<file path="src/usbrb_pkg.sv">
// usbrb_pkg: constants and types of the usb device hard register bank
package usbrb_pkg;

    // ----------------------------------------
    // register byte offsets inside the bank
    // ----------------------------------------
    localparam logic [7:0] OFS_ADDRESS = 8'h00;
    localparam logic [7:0] OFS_CONTROL = 8'h04;
    localparam logic [7:0] OFS_STATUS = 8'h08;
    localparam logic [7:0] OFS_FRAME = 8'h0C;
    localparam logic [7:0] OFS_IENABLE = 8'h10;
    localparam logic [7:0] OFS_READY = 8'h14;
    localparam int OFS_W = 8;

    // ----------------------------------------
    // field positions
    // ----------------------------------------
    localparam int ADDR_W = 7;
    localparam int RUN_BIT = 31;
    localparam int MASTER_BIT = 31;
    localparam int STAT_W = 24;
    localparam int ST_BUS_RESET = 23;
    localparam int ST_SUSPEND = 22;
    localparam int ST_DETACH = 21;
    localparam int ST_EP0_RX = 20;
    localparam int ST_EP0_TX = 19;
    localparam int ST_SETUP = 18;
    localparam int ST_SOF = 17;
    localparam int ST_HIGH_SPEED = 16;
    localparam int BUF_W = 16;
    localparam int UNUSED_BUF = 8;
    localparam int SECOND_BUF_BASE = 8;
    localparam int FRAME_W = 11;
    localparam int FRAME_LSB = 3;
    localparam int MICRO_W = 3;
    localparam int MICRO_LSB = 0;
    localparam int EP_NUM = 8;

    // ----------------------------------------
    // reset values
    // ----------------------------------------
    localparam logic [ADDR_W-1:0] ADDR_RST = 7'h00;
    localparam logic RUN_RST = 1'b0;
    localparam logic [STAT_W-1:0] STAT_RST = 24'h00_0000;
    localparam logic [STAT_W:0] IE_RST = 25'h000_0000;
    localparam logic [BUF_W-1:0] READY_RST = 16'h0000;
    localparam logic [BUF_W-1:0] READY_MASK = 16'hFEFF;
    localparam logic [FRAME_W-1:0] FRAME_RST = 11'h000;
    localparam logic [MICRO_W-1:0] MICRO_RST = 3'h0;
    localparam logic [31:0] WORD_ZERO = 32'h0000_0000;

    // ----------------------------------------
    // bus handshake states
    // ----------------------------------------
    typedef enum logic [1:0] {
        BUS_IDLE = 2'b01,
        BUS_ACK = 2'b10
    } usbrb_bus_state_t;

endpackage : usbrb_pkg

</file>
<file path="src/usbrb_nak_decide.sv">
// usbrb_nak_decide: selects a buffer ready bit and decides on a nak
`timescale 1ns/1ps
module usbrb_nak_decide
    import usbrb_pkg::*;
(
    // transaction from the engine
    input wire logic [2:0] txnEndpoint,
    input wire logic txnSecondBuf,
    input wire logic txnIsIn,
    // configuration
    input wire logic [EP_NUM-1:0] endpointDirectionFlag,
    input wire logic [BUF_W-1:0] bufReady,
    // decision
    output logic nakNeeded
);

    function automatic logic [3:0] bufIndex(input logic [2:0] ep, input logic second);
        // endpoint zero has one shared buffer at index 0
        if (ep == 3'h0) begin
            bufIndex = 4'h0;
        end else begin
            bufIndex = {second, ep};
        end
    endfunction : bufIndex

    logic [3:0] idx;
    logic dirMismatch;

    always_comb begin
        idx = bufIndex(txnEndpoint, txnSecondBuf);
        dirMismatch = (txnEndpoint != 3'h0) &&
            (endpointDirectionFlag[txnEndpoint] != txnIsIn);
        nakNeeded = !bufReady[idx] || dirMismatch;
    end

endmodule : usbrb_nak_decide

</file>
<file path="src/usbrb_register_bank.sv">
// usbrb_register_bank: hard register space of the usb device core
`timescale 1ns/1ps
module usbrb_register_bank
    import usbrb_pkg::*;
#(
    parameter int BUS_W = 32
) (
    // clock and reset
    input wire logic mclk,
    input wire logic rst,
    // processor memory bus
    input wire logic [31:0] busAddr,
    input wire logic [3:0] busByteLaneSelects,
    input wire logic [31:0] busWrData,
    input wire logic busReadNotWrite,
    input wire logic busSelect,
    output logic [31:0] busRdData,
    output logic busXferAck,
    // line conditions from the serial interface engine
    input wire logic usbResetActive,
    input wire logic suspendActive,
    input wire logic cableDetached,
    input wire logic highSpeed,
    // event pulses from the serial interface engine
    input wire logic ep0RxDone,
    input wire logic ep0TxDone,
    input wire logic setupRx,
    input wire logic sofRx,
    input wire logic [FRAME_W-1:0] sofFrameNum,
    input wire logic [BUF_W-1:0] bufComplete,
    // transaction lookup from the serial interface engine
    input wire logic txnValid,
    input wire logic [2:0] txnEndpoint,
    input wire logic txnSecondBuf,
    input wire logic txnIsIn,
    input wire logic [EP_NUM-1:0] endpointDirectionFlag,
    // results
    output logic [ADDR_W-1:0] deviceAddress,
    output logic engineRun,
    output logic [BUF_W-1:0] bufReady,
    output logic nakValid,
    output logic nakRequired,
    output logic interrupt
);

    // ----------------------------------------
    // elaboration checks
    // ----------------------------------------
    if (BUS_W != 32) begin : g_badWidth
        $error("usbrb_register_bank serves a 32 bit bus only");
    end

    // ----------------------------------------
    // state
    // ----------------------------------------
    typedef struct packed {
        usbrb_bus_state_t busState;
        logic [ADDR_W-1:0] addr;
        logic run;
        logic [STAT_W-1:0] status;
        logic [STAT_W:0] ie;
        logic [BUF_W-1:0] ready;
        logic [FRAME_W-1:0] frame;
        logic [MICRO_W-1:0] micro;
        logic [31:0] rdData;
        logic ack;
        logic irq;
        logic nakV;
        logic nak;
    } usbrb_bank_t;

    usbrb_bank_t bank_reg;
    usbrb_bank_t bank_next;

    localparam usbrb_bank_t BANK_RST = '{
        busState: BUS_IDLE, addr: ADDR_RST, run: RUN_RST,
        status: STAT_RST, ie: IE_RST, ready: READY_RST,
        frame: FRAME_RST, micro: MICRO_RST, rdData: WORD_ZERO,
        ack: 1'b0, irq: 1'b0, nakV: 1'b0, nak: 1'b0};

    function automatic logic hit(input logic [31:0] a, input logic [OFS_W-1:0] ofs);
        hit = (a[OFS_W-1:0] == ofs);
    endfunction : hit

    // ----------------------------------------
    // nak lookup
    // ----------------------------------------
    logic nakNeeded;

    usbrb_nak_decide u_nak (
        .txnEndpoint(txnEndpoint),
        .txnSecondBuf(txnSecondBuf),
        .txnIsIn(txnIsIn),
        .endpointDirectionFlag(endpointDirectionFlag),
        .bufReady(bank_reg.ready),
        .nakNeeded(nakNeeded)
    );

    // ----------------------------------------
    // next state
    // ----------------------------------------
    logic take;
    logic rdTake;
    logic wrTake;
    logic [STAT_W-1:0] setNow;
    logic [STAT_W-1:0] clrNow;
    logic [31:0] rdWord;
    logic [BUF_W-1:0] doneBufs;

    always_comb begin
        bank_next = bank_reg;
        take = (bank_reg.busState == BUS_IDLE) && busSelect;
        rdTake = take && busReadNotWrite;
        wrTake = take && !busReadNotWrite;
        // paused engine: activity pulses are ignored
        doneBufs = bufComplete & READY_MASK & {BUF_W{bank_reg.run}};
        setNow = STAT_RST;
        setNow[ST_BUS_RESET] = usbResetActive;
        setNow[ST_SUSPEND] = suspendActive;
        setNow[ST_DETACH] = cableDetached;
        setNow[ST_EP0_RX] = ep0RxDone && bank_reg.run;
        setNow[ST_EP0_TX] = ep0TxDone && bank_reg.run;
        setNow[ST_SETUP] = setupRx && bank_reg.run;
        setNow[ST_SOF] = sofRx && bank_reg.run;
        setNow[ST_HIGH_SPEED] = highSpeed;
        setNow[BUF_W-1:0] = doneBufs;

        rdWord = WORD_ZERO;
        if (hit(busAddr, OFS_ADDRESS)) begin
            rdWord[ADDR_W-1:0] = bank_reg.addr;
        end else if (hit(busAddr, OFS_CONTROL)) begin
            rdWord[RUN_BIT] = bank_reg.run;
        end else if (hit(busAddr, OFS_STATUS)) begin
            rdWord[STAT_W-1:0] = bank_reg.status;
        end else if (hit(busAddr, OFS_FRAME)) begin
            rdWord[FRAME_LSB +: FRAME_W] = bank_reg.frame;
            rdWord[MICRO_LSB +: MICRO_W] = bank_reg.micro;
        end else if (hit(busAddr, OFS_IENABLE)) begin
            rdWord[MASTER_BIT] = bank_reg.ie[STAT_W];
            rdWord[STAT_W-1:0] = bank_reg.ie[STAT_W-1:0];
        end else if (hit(busAddr, OFS_READY)) begin
            rdWord[BUF_W-1:0] = bank_reg.ready;
        end

        clrNow = (rdTake && hit(busAddr, OFS_STATUS)) ? bank_reg.status : STAT_RST;
        // an event in the clearing cycle survives the clear
        bank_next.status = (bank_reg.status & ~clrNow) | setNow;

        // hardware retires a completed buffer; firmware rearms it
        bank_next.ready = bank_reg.ready & ~doneBufs;

        // frame from token, microframe counts extras
        if (sofRx && bank_reg.run) begin
            bank_next.frame = sofFrameNum;
            if (highSpeed && sofFrameNum == bank_reg.frame) begin
                bank_next.micro = bank_reg.micro + 3'h1;
            end else begin
                bank_next.micro = MICRO_RST;
            end
        end

        if (wrTake) begin
            if (hit(busAddr, OFS_ADDRESS)) begin
                bank_next.addr = busWrData[ADDR_W-1:0];
            end
            if (hit(busAddr, OFS_CONTROL)) begin
                bank_next.run = busWrData[RUN_BIT];
            end
            if (hit(busAddr, OFS_IENABLE)) begin
                bank_next.ie = {busWrData[MASTER_BIT], busWrData[STAT_W-1:0]};
            end
            if (hit(busAddr, OFS_READY)) begin
                bank_next.ready = busWrData[BUF_W-1:0] & READY_MASK;
            end
        end

        case (bank_reg.busState)
            BUS_IDLE: begin
                bank_next.ack = take;
                if (take) begin
                    bank_next.busState = BUS_ACK;
                    bank_next.rdData = busReadNotWrite ? rdWord : WORD_ZERO;
                end
            end
            BUS_ACK: begin
                bank_next.ack = 1'b0;
                bank_next.busState = BUS_IDLE;
            end
            default: begin
                bank_next.ack = 1'b0;
                bank_next.busState = BUS_IDLE;
            end
        endcase

        // drops once no enabled flag stays
        bank_next.irq = bank_next.ie[STAT_W] &&
            |(bank_next.status & bank_next.ie[STAT_W-1:0]);

        bank_next.nakV = txnValid && bank_reg.run;
        bank_next.nak = txnValid && bank_reg.run && nakNeeded;
    end

    // ----------------------------------------
    // registers
    // ----------------------------------------
    always_ff @(posedge mclk or posedge rst) begin
        if (rst) begin
            bank_reg <= BANK_RST;
        end else begin
            bank_reg <= bank_next;
        end
    end

    assign busRdData = bank_reg.rdData;
    assign busXferAck = bank_reg.ack;
    assign deviceAddress = bank_reg.addr;
    assign engineRun = bank_reg.run;
    assign bufReady = bank_reg.ready;
    assign nakValid = bank_reg.nakV;
    assign nakRequired = bank_reg.nak;
    assign interrupt = bank_reg.irq;

    // ----------------------------------------
    // checks
    // ----------------------------------------
    logic wrAddrHit;
    logic stRdHit;
    assign wrAddrHit = wrTake && hit(busAddr, OFS_ADDRESS);
    assign stRdHit = rdTake && hit(busAddr, OFS_STATUS);
endmodule : usbrb_register_bank

</file>
<file path="config.mk">
export PLATFORM = sky130hd
export DESIGN_NAME = usbrb_register_bank
export DESIGN_NICKNAME = d
export VERILOG_FILES = /design/src/usbrb_pkg.sv /design/src/usbrb_nak_decide.sv /design/src/usbrb_register_bank.sv
export SDC_FILE = /design/constraint.sdc
export NUM_CORES = 1
export LEC_CHECK = 0
export BUFFER_PORTS_ARGS = -buffer_cell sky130_fd_sc_hd__clkbuf_2
export CORE_MARGIN = 2
export CORE_UTILIZATION = 52
export CTS_BUF_LIST = sky130_fd_sc_hd__clkbuf_8
export DETAILED_ROUTE_END_ITERATION = 10
export PLACE_DENSITY = 0.81
export SLEW_MARGIN = 20
export SYNTH_ARGS = -nofsm -noshare
export SYNTH_HDL_FRONTEND = slang
export SYNTH_HIERARCHICAL = 1
export SYNTH_SLANG_ARGS = --single-unit
</file>
<file path="constraint.sdc">
create_clock -name mclk -period 7.2 [get_ports mclk]
set_input_delay 0 -clock mclk [delete_from_list [all_inputs] [get_ports mclk]]
set_output_delay 0 -clock mclk [all_outputs]
set_load 0.005 [all_outputs]
</file>
======== After elaboration in Yosys (flattened, before gate mapping) ========
Index checks and enable logic that the tools add are counted.
word-level totals
  flip-flop bits (word level) ............. 125
  latch bits .............................. 0
  bits in writable memories ............... 0
  bits in read-only memories .............. 0
  output and inout bits ................... 60
  memories ................................ 0
cells by class
  $add $sub $neg .......................... 1
  $mul .................................... 0
  div/mod/pow operators ................... 0
  magnitude comparators ................... 2
  eq/ne operators ......................... 9
  shift operators ......................... 0
  mux-type cells .......................... 28
  bitwise gates (word level) .............. 7
  reduce and logical (&&, ||, !) cells .... 23
operator list
  cell                                                 count
  two-way mux 24 bit                                   3
  bitwise AND 24 bit                                   2
  two-way mux 16 bit                                   3
  two-way mux 41 bit                                   1
  bitwise AND 16 bit                                   2
  two-way mux 32 bit                                   1
  two-way mux 25 bit                                   1
  inverter 24 bit                                      1
  bitwise OR 24 bit                                    1
  OR reduction 24 bit                                  1
  two-way mux 17 bit                                   1
  equality test 8 x 4 -> 1 bit, second input constant  2
  equality test 8 x 5 -> 1 bit, second input constant  2
  inverter 16 bit                                      1
  two-way mux 14 bit                                   1
  logical AND 1 bit                                    13
  equality test 11 bit                                 1
  two-way mux 10 bit                                   1
  equality test 8 x 3 -> 1 bit, second input constant  1
  zero test 8 bit                                      1
  two-way mux 1 bit                                    8
  two-way mux 8 bit                                    1
  two-way mux 7 bit                                    1
  AND reduction 2 bit                                  3
  15 further kinds                                     17

======== Longest topological paths before layout ========
Gate-level depths: netlist of run 1.
  depth after elaboration ................. 11
  depth in mapped cells ................... 9
  mapped depth without buffers ............ 6

======== Cells and area by module ========
Netlist of run 1, hierarchy kept.
modules (own cells, without submodules)
  module               instances  cells each  area each (um^2)  sequential area each (um^2)
  usbrb_register_bank  1          564         5781.8            2929.1
  usbrb_nak_decide     1          19          216.5             0.0

======== Worst setup path after synthesis of run 1 ========
Ideal clock, no wire load.
  kind .................................... flip-flop to flip-flop
  start ................................... register bank_reg[123] in the netlist's numbering
  end ..................................... register bank_reg, in the netlist interrupt
  library setup time ...................... 0.126 ns
  arrival ................................. 2.089 ns
  data required time ...................... 7.074 ns
  setup slack ............................. 4.985 ns
  cell stages (with the launch flop) ...... 8
  path buffers ............................ 1
  clock period less this slack ............ 2.215 ns
  cell sequence ........................... dfstp_2 nand4b_1 or3_4 buf_6 a22o_1 a2111oi_0 and4_1 a31oi_1
RTL lines
  item                    line                        source
  start, declared         usbrb_register_bank.sv:72   usbrb_bank_t bank_reg;
  start signal, assigned  usbrb_register_bank.sv:210  bank_reg <= bank_next;

==> flow_summary.toml, run 1 <==
[setup_path]
worstPathMaxFanout = 17
critPathLaunchType = "flip-flop"
cp.required_ns = 7.53
r2r_cells = 6
reg2reg_slack_ns = 3.70
crit_path_end_kind = "flip-flop"
path_class = "reg -> reg"
r2r-end = "interrupt$_DFF_PP0_"
arrival_ns = 3.82
reg2reg_from = "bank_reg[123]$_DFFE_PP1P_"

[cells_and_area]
regArea_um2 = 2930
multi_input_area_um2 = 2500
num_antenna_cells = 0
drive_gt1_share_pct = 29.3
largest_reg_flops = 65
utilization_pct = 66.3
final_cells = 890
num-fill-cells = 898
nets = 856
syn_to_final_growth_pct = 25.1

[clock_tree]
htreeDepth = 4
cts_buffer_depth = 2
post_cts_buffers = 0
cts_root_buf = "clkbuf_8"
ctsResizeCount = 0
cts.sinks = 117
hold_buffers = 71
clk_pin_slew_worst_paths_ns = 0.07
cts_tree = "yes"
cts_made_buffers = 17
insertion_delay_ns = 0.45

[floorplan]
fp.dieH_um = 111
core_area_um2 = 11300
dieWidth_um = 111
rows = 39
dieArea_um2 = 12400
start_util_pct = 53.0
io_pins = 181

[outcome]
outcome = "completed"

[hold_path]
hold_depth = 4
hold_path.class = "in -> reg"
worstHoldEndpoint = "nakRequired$_DFF_PP0_"
min_from = "txnEndpoint[2]"

[place]
io_buffers = 136
placed_cells = 787
gp_congestion = 0.943
dp_slack_ns = 3.74
dp_hpwl_mm = 12.4

[logic_synthesis]
synthCells = 583
ys_top_cells_by_count = "dfrtp_1 (116), nand2_1 (91), buf_4 (55)"
synth-async-reset-ratio_pct = 100
synth_area_per_cell_um2 = 10.3
ys_seq_area_share_pct = 48.8
synth_area_leaders = "dfrtp_1 (48%), buf_4 (6.9%), nand2_1 (5.7%)"
synth_edf_count = 0
ys_ff_latch = 117
synth_most_common_cell = "dfrtp_1"
synth_top_area_share_pct = 48.4
synth_cell_type_count = 50
yosys_most_used_dff = "dfrtp_1"
yosysWarningCount = 6
yosys.area.top_type = "dfrtp_1"
synth_area_um2 = 6000

[route]
routedWlPerCell_um = 20.4
first_iter_violations = 600
post_drt_via_cell_ratio = 5.95
drc_errors = 0
antenna_left = 0
vias = 5293
routed_wl_mm = 18.1
dr.pass1.iters = 6

[timing]
hold_viol_final = 0
max_slew.worst_pin.slew_ns = 0.965
rsz0062_at_grt = "false"
finalCritPeriodShare_pct = 48.6
setup_tns_ns = 0
setup_viol = 0
worst_slack_ns = 3.70
slew_violations = 0
skew_ns = 0.0113
min_period_ns = 3.50
fmax_mhz = 286
max_slew_margin_pct = 35.7

[global_route]
grt_pass1_wl_mm = 28.6
antenna_found_initial = 0
grt_max_degree = 78
gr-total-overflow = 0
grt_pass1_vias = 5407
grt_use_total_pct = 29.9

[job]
cap_viol_max_count = 0

[power]
p_seq_share_pct = 47.1
p_comb_share_pct = 11.8
leakage_nw = 3.66
pwr-share-clk_pct = 41.1
power.total_w = 0.00152
irDropWorstVdd_mv = 0.109
switching_power_w = 0.000399
intPower_w = 0.00113
swShare_pct = 26.2
p_per_area_nw_per_um2 = 203
## routing by layer
metal | global-route usage (%) | share of wire [%] | wire, um
met3 | 8.98 | 11 | 2010
met2 | 46.1 | 45 | 8190
met1 | 38.8 | 39 | 7030
met5 | 0 | 0 | 0
met4 | 14.7 | 4.8 | 874
## per-stage QoR
stage,area (um^2),hold slack (ns)
detailed placement,6380,0.0661
CTS,7500,0.00534
floorplan,6020,0.107
global placement,6380,0.0503
finish,7500,0.0167
global route,7500,0.0589
## logic make-up after synthesis
logic type / Yosys count / share of synthesized area, %
other: 1 / 0.0625
DFF: 117 / 48.8
adders and majority gates: 1 / 0.209
muxes: 40 / 8.34
AOI/OAI and AO/OA: 138 / 16.0
xor gates and xnor gates: 12 / 1.75
and+or+nand+nor: 175 / 14.7
buffers and inverters: 99 / 10.1
## cell type report
type,instances,share of cell area (%)
clock buffers,18,3.30
multi-input cells,374,33.4
repair buffers,213,19.1
inverters,11,0.584
well taps,143,2.39
flip-flops and latches,117,39.0
clock inverters,14,2.15
## how the worst max path moves through the flow
| stage | slack (ns) | startpoint | depth (start not counted) | end |
|---|---|---|---|---|
| 2_1_floorplan | 4.10 | rst | 1 | bank_reg[100]$_DFF_PP0_ |
| 5_1_grt | 3.56 | bank_reg[123]$_DFFE_PP1P_ | 6 | interrupt$_DFF_PP0_ |
| 3_3_place_gp | 3.79 | bank_reg[123]$_DFFE_PP1P_ | 6 | interrupt$_DFF_PP0_ |
| 6_report | 3.70 | bank_reg[123]$_DFFE_PP1P_ | 6 | interrupt$_DFF_PP0_ |
| 4_1_cts | 3.72 | bank_reg[123]$_DFFE_PP1P_ | 6 | interrupt$_DFF_PP0_ |
| 3_5_place_dp | 3.74 | bank_reg[123]$_DFFE_PP1P_ | 6 | interrupt$_DFF_PP0_ |
## worst max-delay path, cell delays in order, from the launching register on
cell       delay, ns
dfstp_2         0.55
nand4b_1        0.64
or3_4           0.77
a22o_1          0.24
a2111oi_0       0.82
and4_1          0.28
a31oi_1         0.07
## placed cells by master (no fill, tap or decap), drive strengths merged, types with 4 or more instances in the layout
cell type,netlist,routed
nand3,26,26
a2bb2oi,5,5
dlygate4sd3,0,71
mux4,5,5
a22oi,24,24
clkinvlp,0,4
nand2,91,91
a21o,4,4
buf,64,6
clkbuf,24,154
nand4,12,12
mux2i,5,5
mux2,30,30
conb,1,8
a222oi,11,11
o31ai,20,20
a22o,14,14
o21ai,48,48
xnor2,11,11
nor2,8,8
nand2b,11,11
a21oi,4,4
o211ai,4,4
inv,11,12
clkinv,0,6
dfrtp,116,116
## power groups by stage
stage / Clock [W] / Sequential [W] / Combinational (W)
floorplan: 0 / 0.000720 / 0.0000966
global placement: 0 / 0.000727 / 0.000143
detailed placement: 0 / 0.000730 / 0.000149
CTS: 0.000625 / 0.000718 / 0.000177
global route: 0.000656 / 0.000722 / 0.000195
finish: 0.000626 / 0.000719 / 0.000180
Note: power is estimated with default switching activity, not from simulation.
==> run 2: changes to the inputs <==
--- a/config.mk
+++ b/config.mk
@@ -7,10 +7,10 @@
 export LEC_CHECK = 0
 export BUFFER_PORTS_ARGS = -buffer_cell sky130_fd_sc_hd__clkbuf_2
 export CORE_MARGIN = 2
-export CORE_UTILIZATION = 52
+export CORE_UTILIZATION = 48
 export CTS_BUF_LIST = sky130_fd_sc_hd__clkbuf_8
 export DETAILED_ROUTE_END_ITERATION = 10
-export PLACE_DENSITY = 0.81
+export PLACE_DENSITY = 0.78
 export SLEW_MARGIN = 20
 export SYNTH_ARGS = -nofsm -noshare
 export SYNTH_HDL_FRONTEND = slang
==> constraint.sdc (replaced) <==
create_clock -name mclk -period 3.2 [get_ports mclk]
set_input_delay 0 -clock mclk [delete_from_list [all_inputs] [get_ports mclk]]
set_output_delay 0 -clock mclk [all_outputs]
set_load 0.005 [all_outputs]
==> flow_summary.toml, run 2 (synthesis gave the netlist of run 1 again) <==
[setup_path]
reg2reg_slack_ns = 0.29
crit_cells = 6
setup.worst_path.start = "bank_reg[123]$_DFFE_PP1P_"
crit_end = "bufReady[2]$_DFF_PP0_"
cp.required_ns = 3.53
path_buf_inv = 2
crit_chain = "nor4bb_4 > buf_4 > nand2_1 > nand3_1 > o21ai_0 > dlygate4sd3_1"
r2r-end = "bufReady[2]$_DFF_PP0_"
arrival_ns = 3.24
crit_path_end_kind = "flip-flop"
r2r_cells = 6
path_class = "reg -> reg"
cp_slowest_cell = "nand2_1"
cpLargestDelayFamily = "simple AND/OR/NAND/NOR gates"
worstPathMaxFanout = 22
critPathMaxStageDelay_ns = 0.61
critPathLaunchType = "flip-flop"
reg2reg_from = "bank_reg[123]$_DFFE_PP1P_"

[route]
routedWlPerCell_um = 20.1
dr.pass1.iters = 6
drc_errors = 0
first_iter_violations = 741
vias = 5373
post_drt_via_cell_ratio = 5.82
routed_wl_mm = 18.5
antenna_left = 0

[timing]
slew_violations = 0
setup_tns_ns = 0
min_period_ns = 2.91
worst_slack_ns = 0.288
max_slew.worst_pin.slew_ns = 1.02
finalCritPeriodShare_pct = 91.0
fin_worst_hold_slack_ns = 0.00405
fmax_mhz = 343
skew_ns = 0.00871
hold_viol_final = 0
rsz0062_at_grt = "false"
max_slew_margin_pct = 31.7
setup_viol = 0

[cells_and_area]
syn_to_final_growth_pct = 26.6
num_antenna_cells = 0
largest_reg_flops = 65
mostFrequentLayoutCells = "clkbuf_2 (136), dfrtp_1 (116), nand2_1 (91)"
regArea_um2 = 2930
multi_input_area_um2 = 2500
final_common_cell = "clkbuf_2"
num-fill-cells = 981
drive_gt1_share_pct = 30.1
nets = 864

[place]
dp_hpwl_mm = 12.9
gp_congestion = 0.916
dp_slack_ns = 0.620
io_buffers = 136

[clock_tree]
ctsResizeCount = 0
clk_pin_slew_worst_paths_ns = 0.07
cts_tree = "yes"
cts_root_buf = "clkbuf_8"
cts_buffer_depth = 2
cts_made_buffers = 17
insertion_delay_ns = 0.45
htreeDepth = 4
cts.sinks = 117

[floorplan]
start_util_pct = 49.5
rows = 40
io_pins = 181
fp.dieH_um = 116
dieWidth_um = 116
dieArea_um2 = 13400
core_area_um2 = 12100

[hold_path]
hold_path.class = "in -> reg"
min_from = "txnEndpoint[2]"

[global_route]
grt_pass1_wl_mm = 28.4
antenna_found_initial = 0
grt_use_total_pct = 28.4
gr-total-overflow = 0
grt_max_degree = 92
grt_pass1_vias = 5359

[job]
cap_viol_max_count = 0

[power]
power.total_w = 0.00345
p_per_area_nw_per_um2 = 454
irDropWorstVdd_mv = 0.186
leakage_nw = 3.71

[outcome]
outcome = "completed"
-- run 2: area by class of cell --
cell class	count	share of cell area, %
multi-input cells	374	33.0
flip-flops and latches	117	38.6
well taps	168	2.77
repair buffers	221	19.7
inverters	11	0.610
clock buffers	20	3.62
clock inverters	12	1.78
-- run 2: how the worst min path moves through the flow --
stage / to / slack (ns) / cells past startpoint
final: nakRequired$_DFF_PP0_ / 0.004 / 4
after floorplan: bank_reg[113]$_DFF_PP0_ / 0.11 / 1
after detailed placement: bank_reg[112]$_DFF_PP0_ / 0.23 / 2
after global placement: bank_reg[112]$_DFF_PP0_ / 0.22 / 2
after CTS: nakRequired$_DFF_PP0_ / 0.003 / 4
after global routing: nakRequired$_DFF_PP0_ / 0.05 / 4
-- run 2: worst register-to-register path, delay by kind of cell (launching register included) --
| kind | cells | cell delay (ns) |
|---|---|---|
| buffers and inverters | 2 | 0.92 |
| AO/OA/AOI/OAI | 1 | 0.12 |
| AND/OR/NAND/NOR | 3 | 1.20 |
| flip-flops | 1 | 0.56 |
-- run 2: metal layers --
| layer | global-route usage (%) | vias to the layer above | routed length [um] |
|---|---|---|---|
| met3 | 6.75 | 50 | 1730 |
| met1 | 36.9 | 2577 | 7290 |
| li1 | - | 2383 | - |
| met4 | 12.6 | 0 | 724 |
| met2 | 45.5 | 363 | 8790 |
| met5 | 0 | - | 0 |
-- run 2: power by group --
| part | leakage [nW] | internal [W] | switching (W) |
|---|---|---|---|
| logic | 1.90 | 0.000196 | 0.000210 |
| clock network | 0.220 | 0.000817 | 0.000603 |
| registers | 1.59 | 0.00156 | 0.0000616 |
-- run 2: what timing repair did --
item	CTS	global route
endpoints found under the hold margin	175	0
buffers inserted	0	0
hold buffers	70	0
-- run 2: metrics by stage --
step	utilization [%]	std cells	cell area [um^2]
after floorplan	-	590	6020
after global placement	53.5	821	6480
after global routing	62.7	923	7590
after CTS	62.7	923	7590
final	62.7	923	7590
after detailed placement	53.5	821	6480
==> run 3: changes to the inputs <==
--- a/config.mk
+++ b/config.mk
@@ -10,6 +10,7 @@
 export CORE_UTILIZATION = 48
 export CTS_BUF_LIST = sky130_fd_sc_hd__clkbuf_8
 export DETAILED_ROUTE_END_ITERATION = 10
+export GPL_TIMING_DRIVEN = 0
 export PLACE_DENSITY = 0.78
 export SLEW_MARGIN = 20
 export SYNTH_ARGS = -nofsm -noshare
==> flow_summary.toml, run 3 (synthesis gave the netlist of run 1 again) <==
[setup_path]
r2r_cells = 7
r2r-end = "bufReady[4]$_DFF_PP0_"
reg2reg_from = "bank_reg[123]$_DFFE_PP1P_"
critPathLaunchType = "flip-flop"
reg2reg_slack_ns = 0.19
cp.required_ns = 3.50
path_class = "reg -> reg"
worstPathMaxFanout = 10
arrival_ns = 3.32
crit_path_end_kind = "flip-flop"

[place]
placed_cells = 892
dpl_cell_area_um2 = 6930
io_buffers = 133
gp_congestion = 0.966
dp_hpwl_mm = 13.9

[hold_path]
hold_depth = 4
min_from = "busAddr[1]"
hold_path.class = "in -> reg"
worstHoldEndpoint = "bank_reg[76]$_DFF_PP0_"

[cells_and_area]
syn_to_final_growth_pct = 32.7
utilization_pct = 65.7
num-fill-cells = 943
largest_reg_flops = 65
final_common_cell = "clkbuf_2"
drive_gt1_share_pct = 33.5
finish.instance_area_um2 = 7960
mostFrequentLayoutCells = "clkbuf_2 (134), dfrtp_1 (116), nand2_1 (91)"
final_cells = 985
num_antenna_cells = 0
nets = 926

[outcome]
violations = "design-rule violations"
outcome = "finished with violations"

[timing]
finalCritPeriodShare_pct = 94.2
skew_ns = 0.0144
fmax_mhz = 332
setup_tns_ns = 0
max_slew.worst_pin.slew_ns = 0.837
min_period_ns = 3.01
hold_viol_final = 0
rsz0062_at_grt = "false"
setup_viol = 0
max_slew_margin_pct = 44.0
fin_worst_hold_slack_ns = 0.00322
slew_violations = 0

[route]
vias = 5748
dr.pass1.iters = 11
post_drt_via_cell_ratio = 5.84
routedWlPerCell_um = 20.3
routed_wl_mm = 20.0
antenna_left = 0
drc_errors = 1
first_iter_violations = 781

[clock_tree]
clk_pin_slew_worst_paths_ns = 0.08
htreeDepth = 4
cts_root_buf = "clkbuf_8"
insertion_delay_ns = 0.46
cts_buffer_depth = 2
cts_tree = "yes"
post_cts_buffers = 0
cts.sinks = 117
cts_made_buffers = 17

[floorplan]
io_pins = 181
fp.dieH_um = 116
start_util_pct = 49.5
rows = 40
dieArea_um2 = 13400
core_area_um2 = 12100
dieWidth_um = 116

[global_route]
grt_pass1_vias = 5635
antenna_found_initial = 0
gr-total-overflow = 0
grt_max_degree = 68
grt_use_total_pct = 30.4
grt_pass1_wl_mm = 30.3

[power]
irDropWorstVdd_mv = 0.198
p_per_area_nw_per_um2 = 439
leakage_nw = 3.92

[job]
cap_viol_max_count = 0
-- run 3: how the worst max path moves through the flow --
stage / startpoint / endpoint / slack, ns / depth (start not counted)
after floorplan: rst / bank_reg[100]$_DFF_PP0_ / 0.10 / 1
after global placement: rst / bank_reg[40]$_DFFE_PP0P_ / -1.05 / 2
after detailed placement: bank_reg[123]$_DFFE_PP1P_ / bufReady[4]$_DFF_PP0_ / 0.09 / 7
after CTS: bank_reg[123]$_DFFE_PP1P_ / bufReady[4]$_DFF_PP0_ / 0.04 / 7
after global routing: bank_reg[123]$_DFFE_PP1P_ / bufReady[4]$_DFF_PP0_ / 0.17 / 7
final: bank_reg[123]$_DFFE_PP1P_ / bufReady[4]$_DFF_PP0_ / 0.19 / 7
-- run 3: timing repair --
item	in CTS	in global routing
setup endpoints to repair	0	5
endpoints found under the hold margin	151	0
resized for setup	0	2
hold buffers	61	0
-- run 3: critical path: stages (launching register included) --
cell and delay, ns:
dfstp_2 0.56, nor4bb_1 0.50, clkbuf_1 0.51, clkbuf_2 0.42, nand2_1 0.17, clkbuf_1 0.40, nand3_1 0.19, o21ai_0 0.11
-- run 3: where the power goes --
part / internal (W) / leakage, nW / switching [W]
sequential: 0.00156 / 1.59 / 0.0000599
clock: 0.000782 / 0.202 / 0.000660
combinational: 0.000208 / 2.13 / 0.000226
-- run 3: layout make-up --
class	instances	area, um^2	share of cell area, %
Buffer	88	567	7.12
Clock buffer	18	248	3.11
Timing Repair Buffer	195	1300	16.4
Multi-Input combinational cell	374	2500	31.4
Inverter	11	46.3	0.581
Clock inverter	14	161	2.03
Tap cell	168	210	2.64
Sequential cell	117	2930	36.8
-- run 3: routing by layer --
| layer | wire [um] | vias up | track usage (%) |
|---|---|---|---|
| li1 | - | 2506 | - |
| met1 | 7730 | 2732 | 39.4 |
| met2 | 9310 | 429 | 48.3 |
| met3 | 2080 | 81 | 7.22 |
| met4 | 912 | 0 | 15.1 |
| met5 | 0 | - | 0 |
-- run 3: per-stage QoR --
step	setup WS [ns]	total power, W
3_5_place_dp	0.0942	0.00200
2_1_floorplan	0.101	0.00184
5_1_grt	0.171	0.00358
3_3_place_gp	-1.05	0.00198
6_report	0.186	0.00349
4_1_cts	0.0423	0.00346
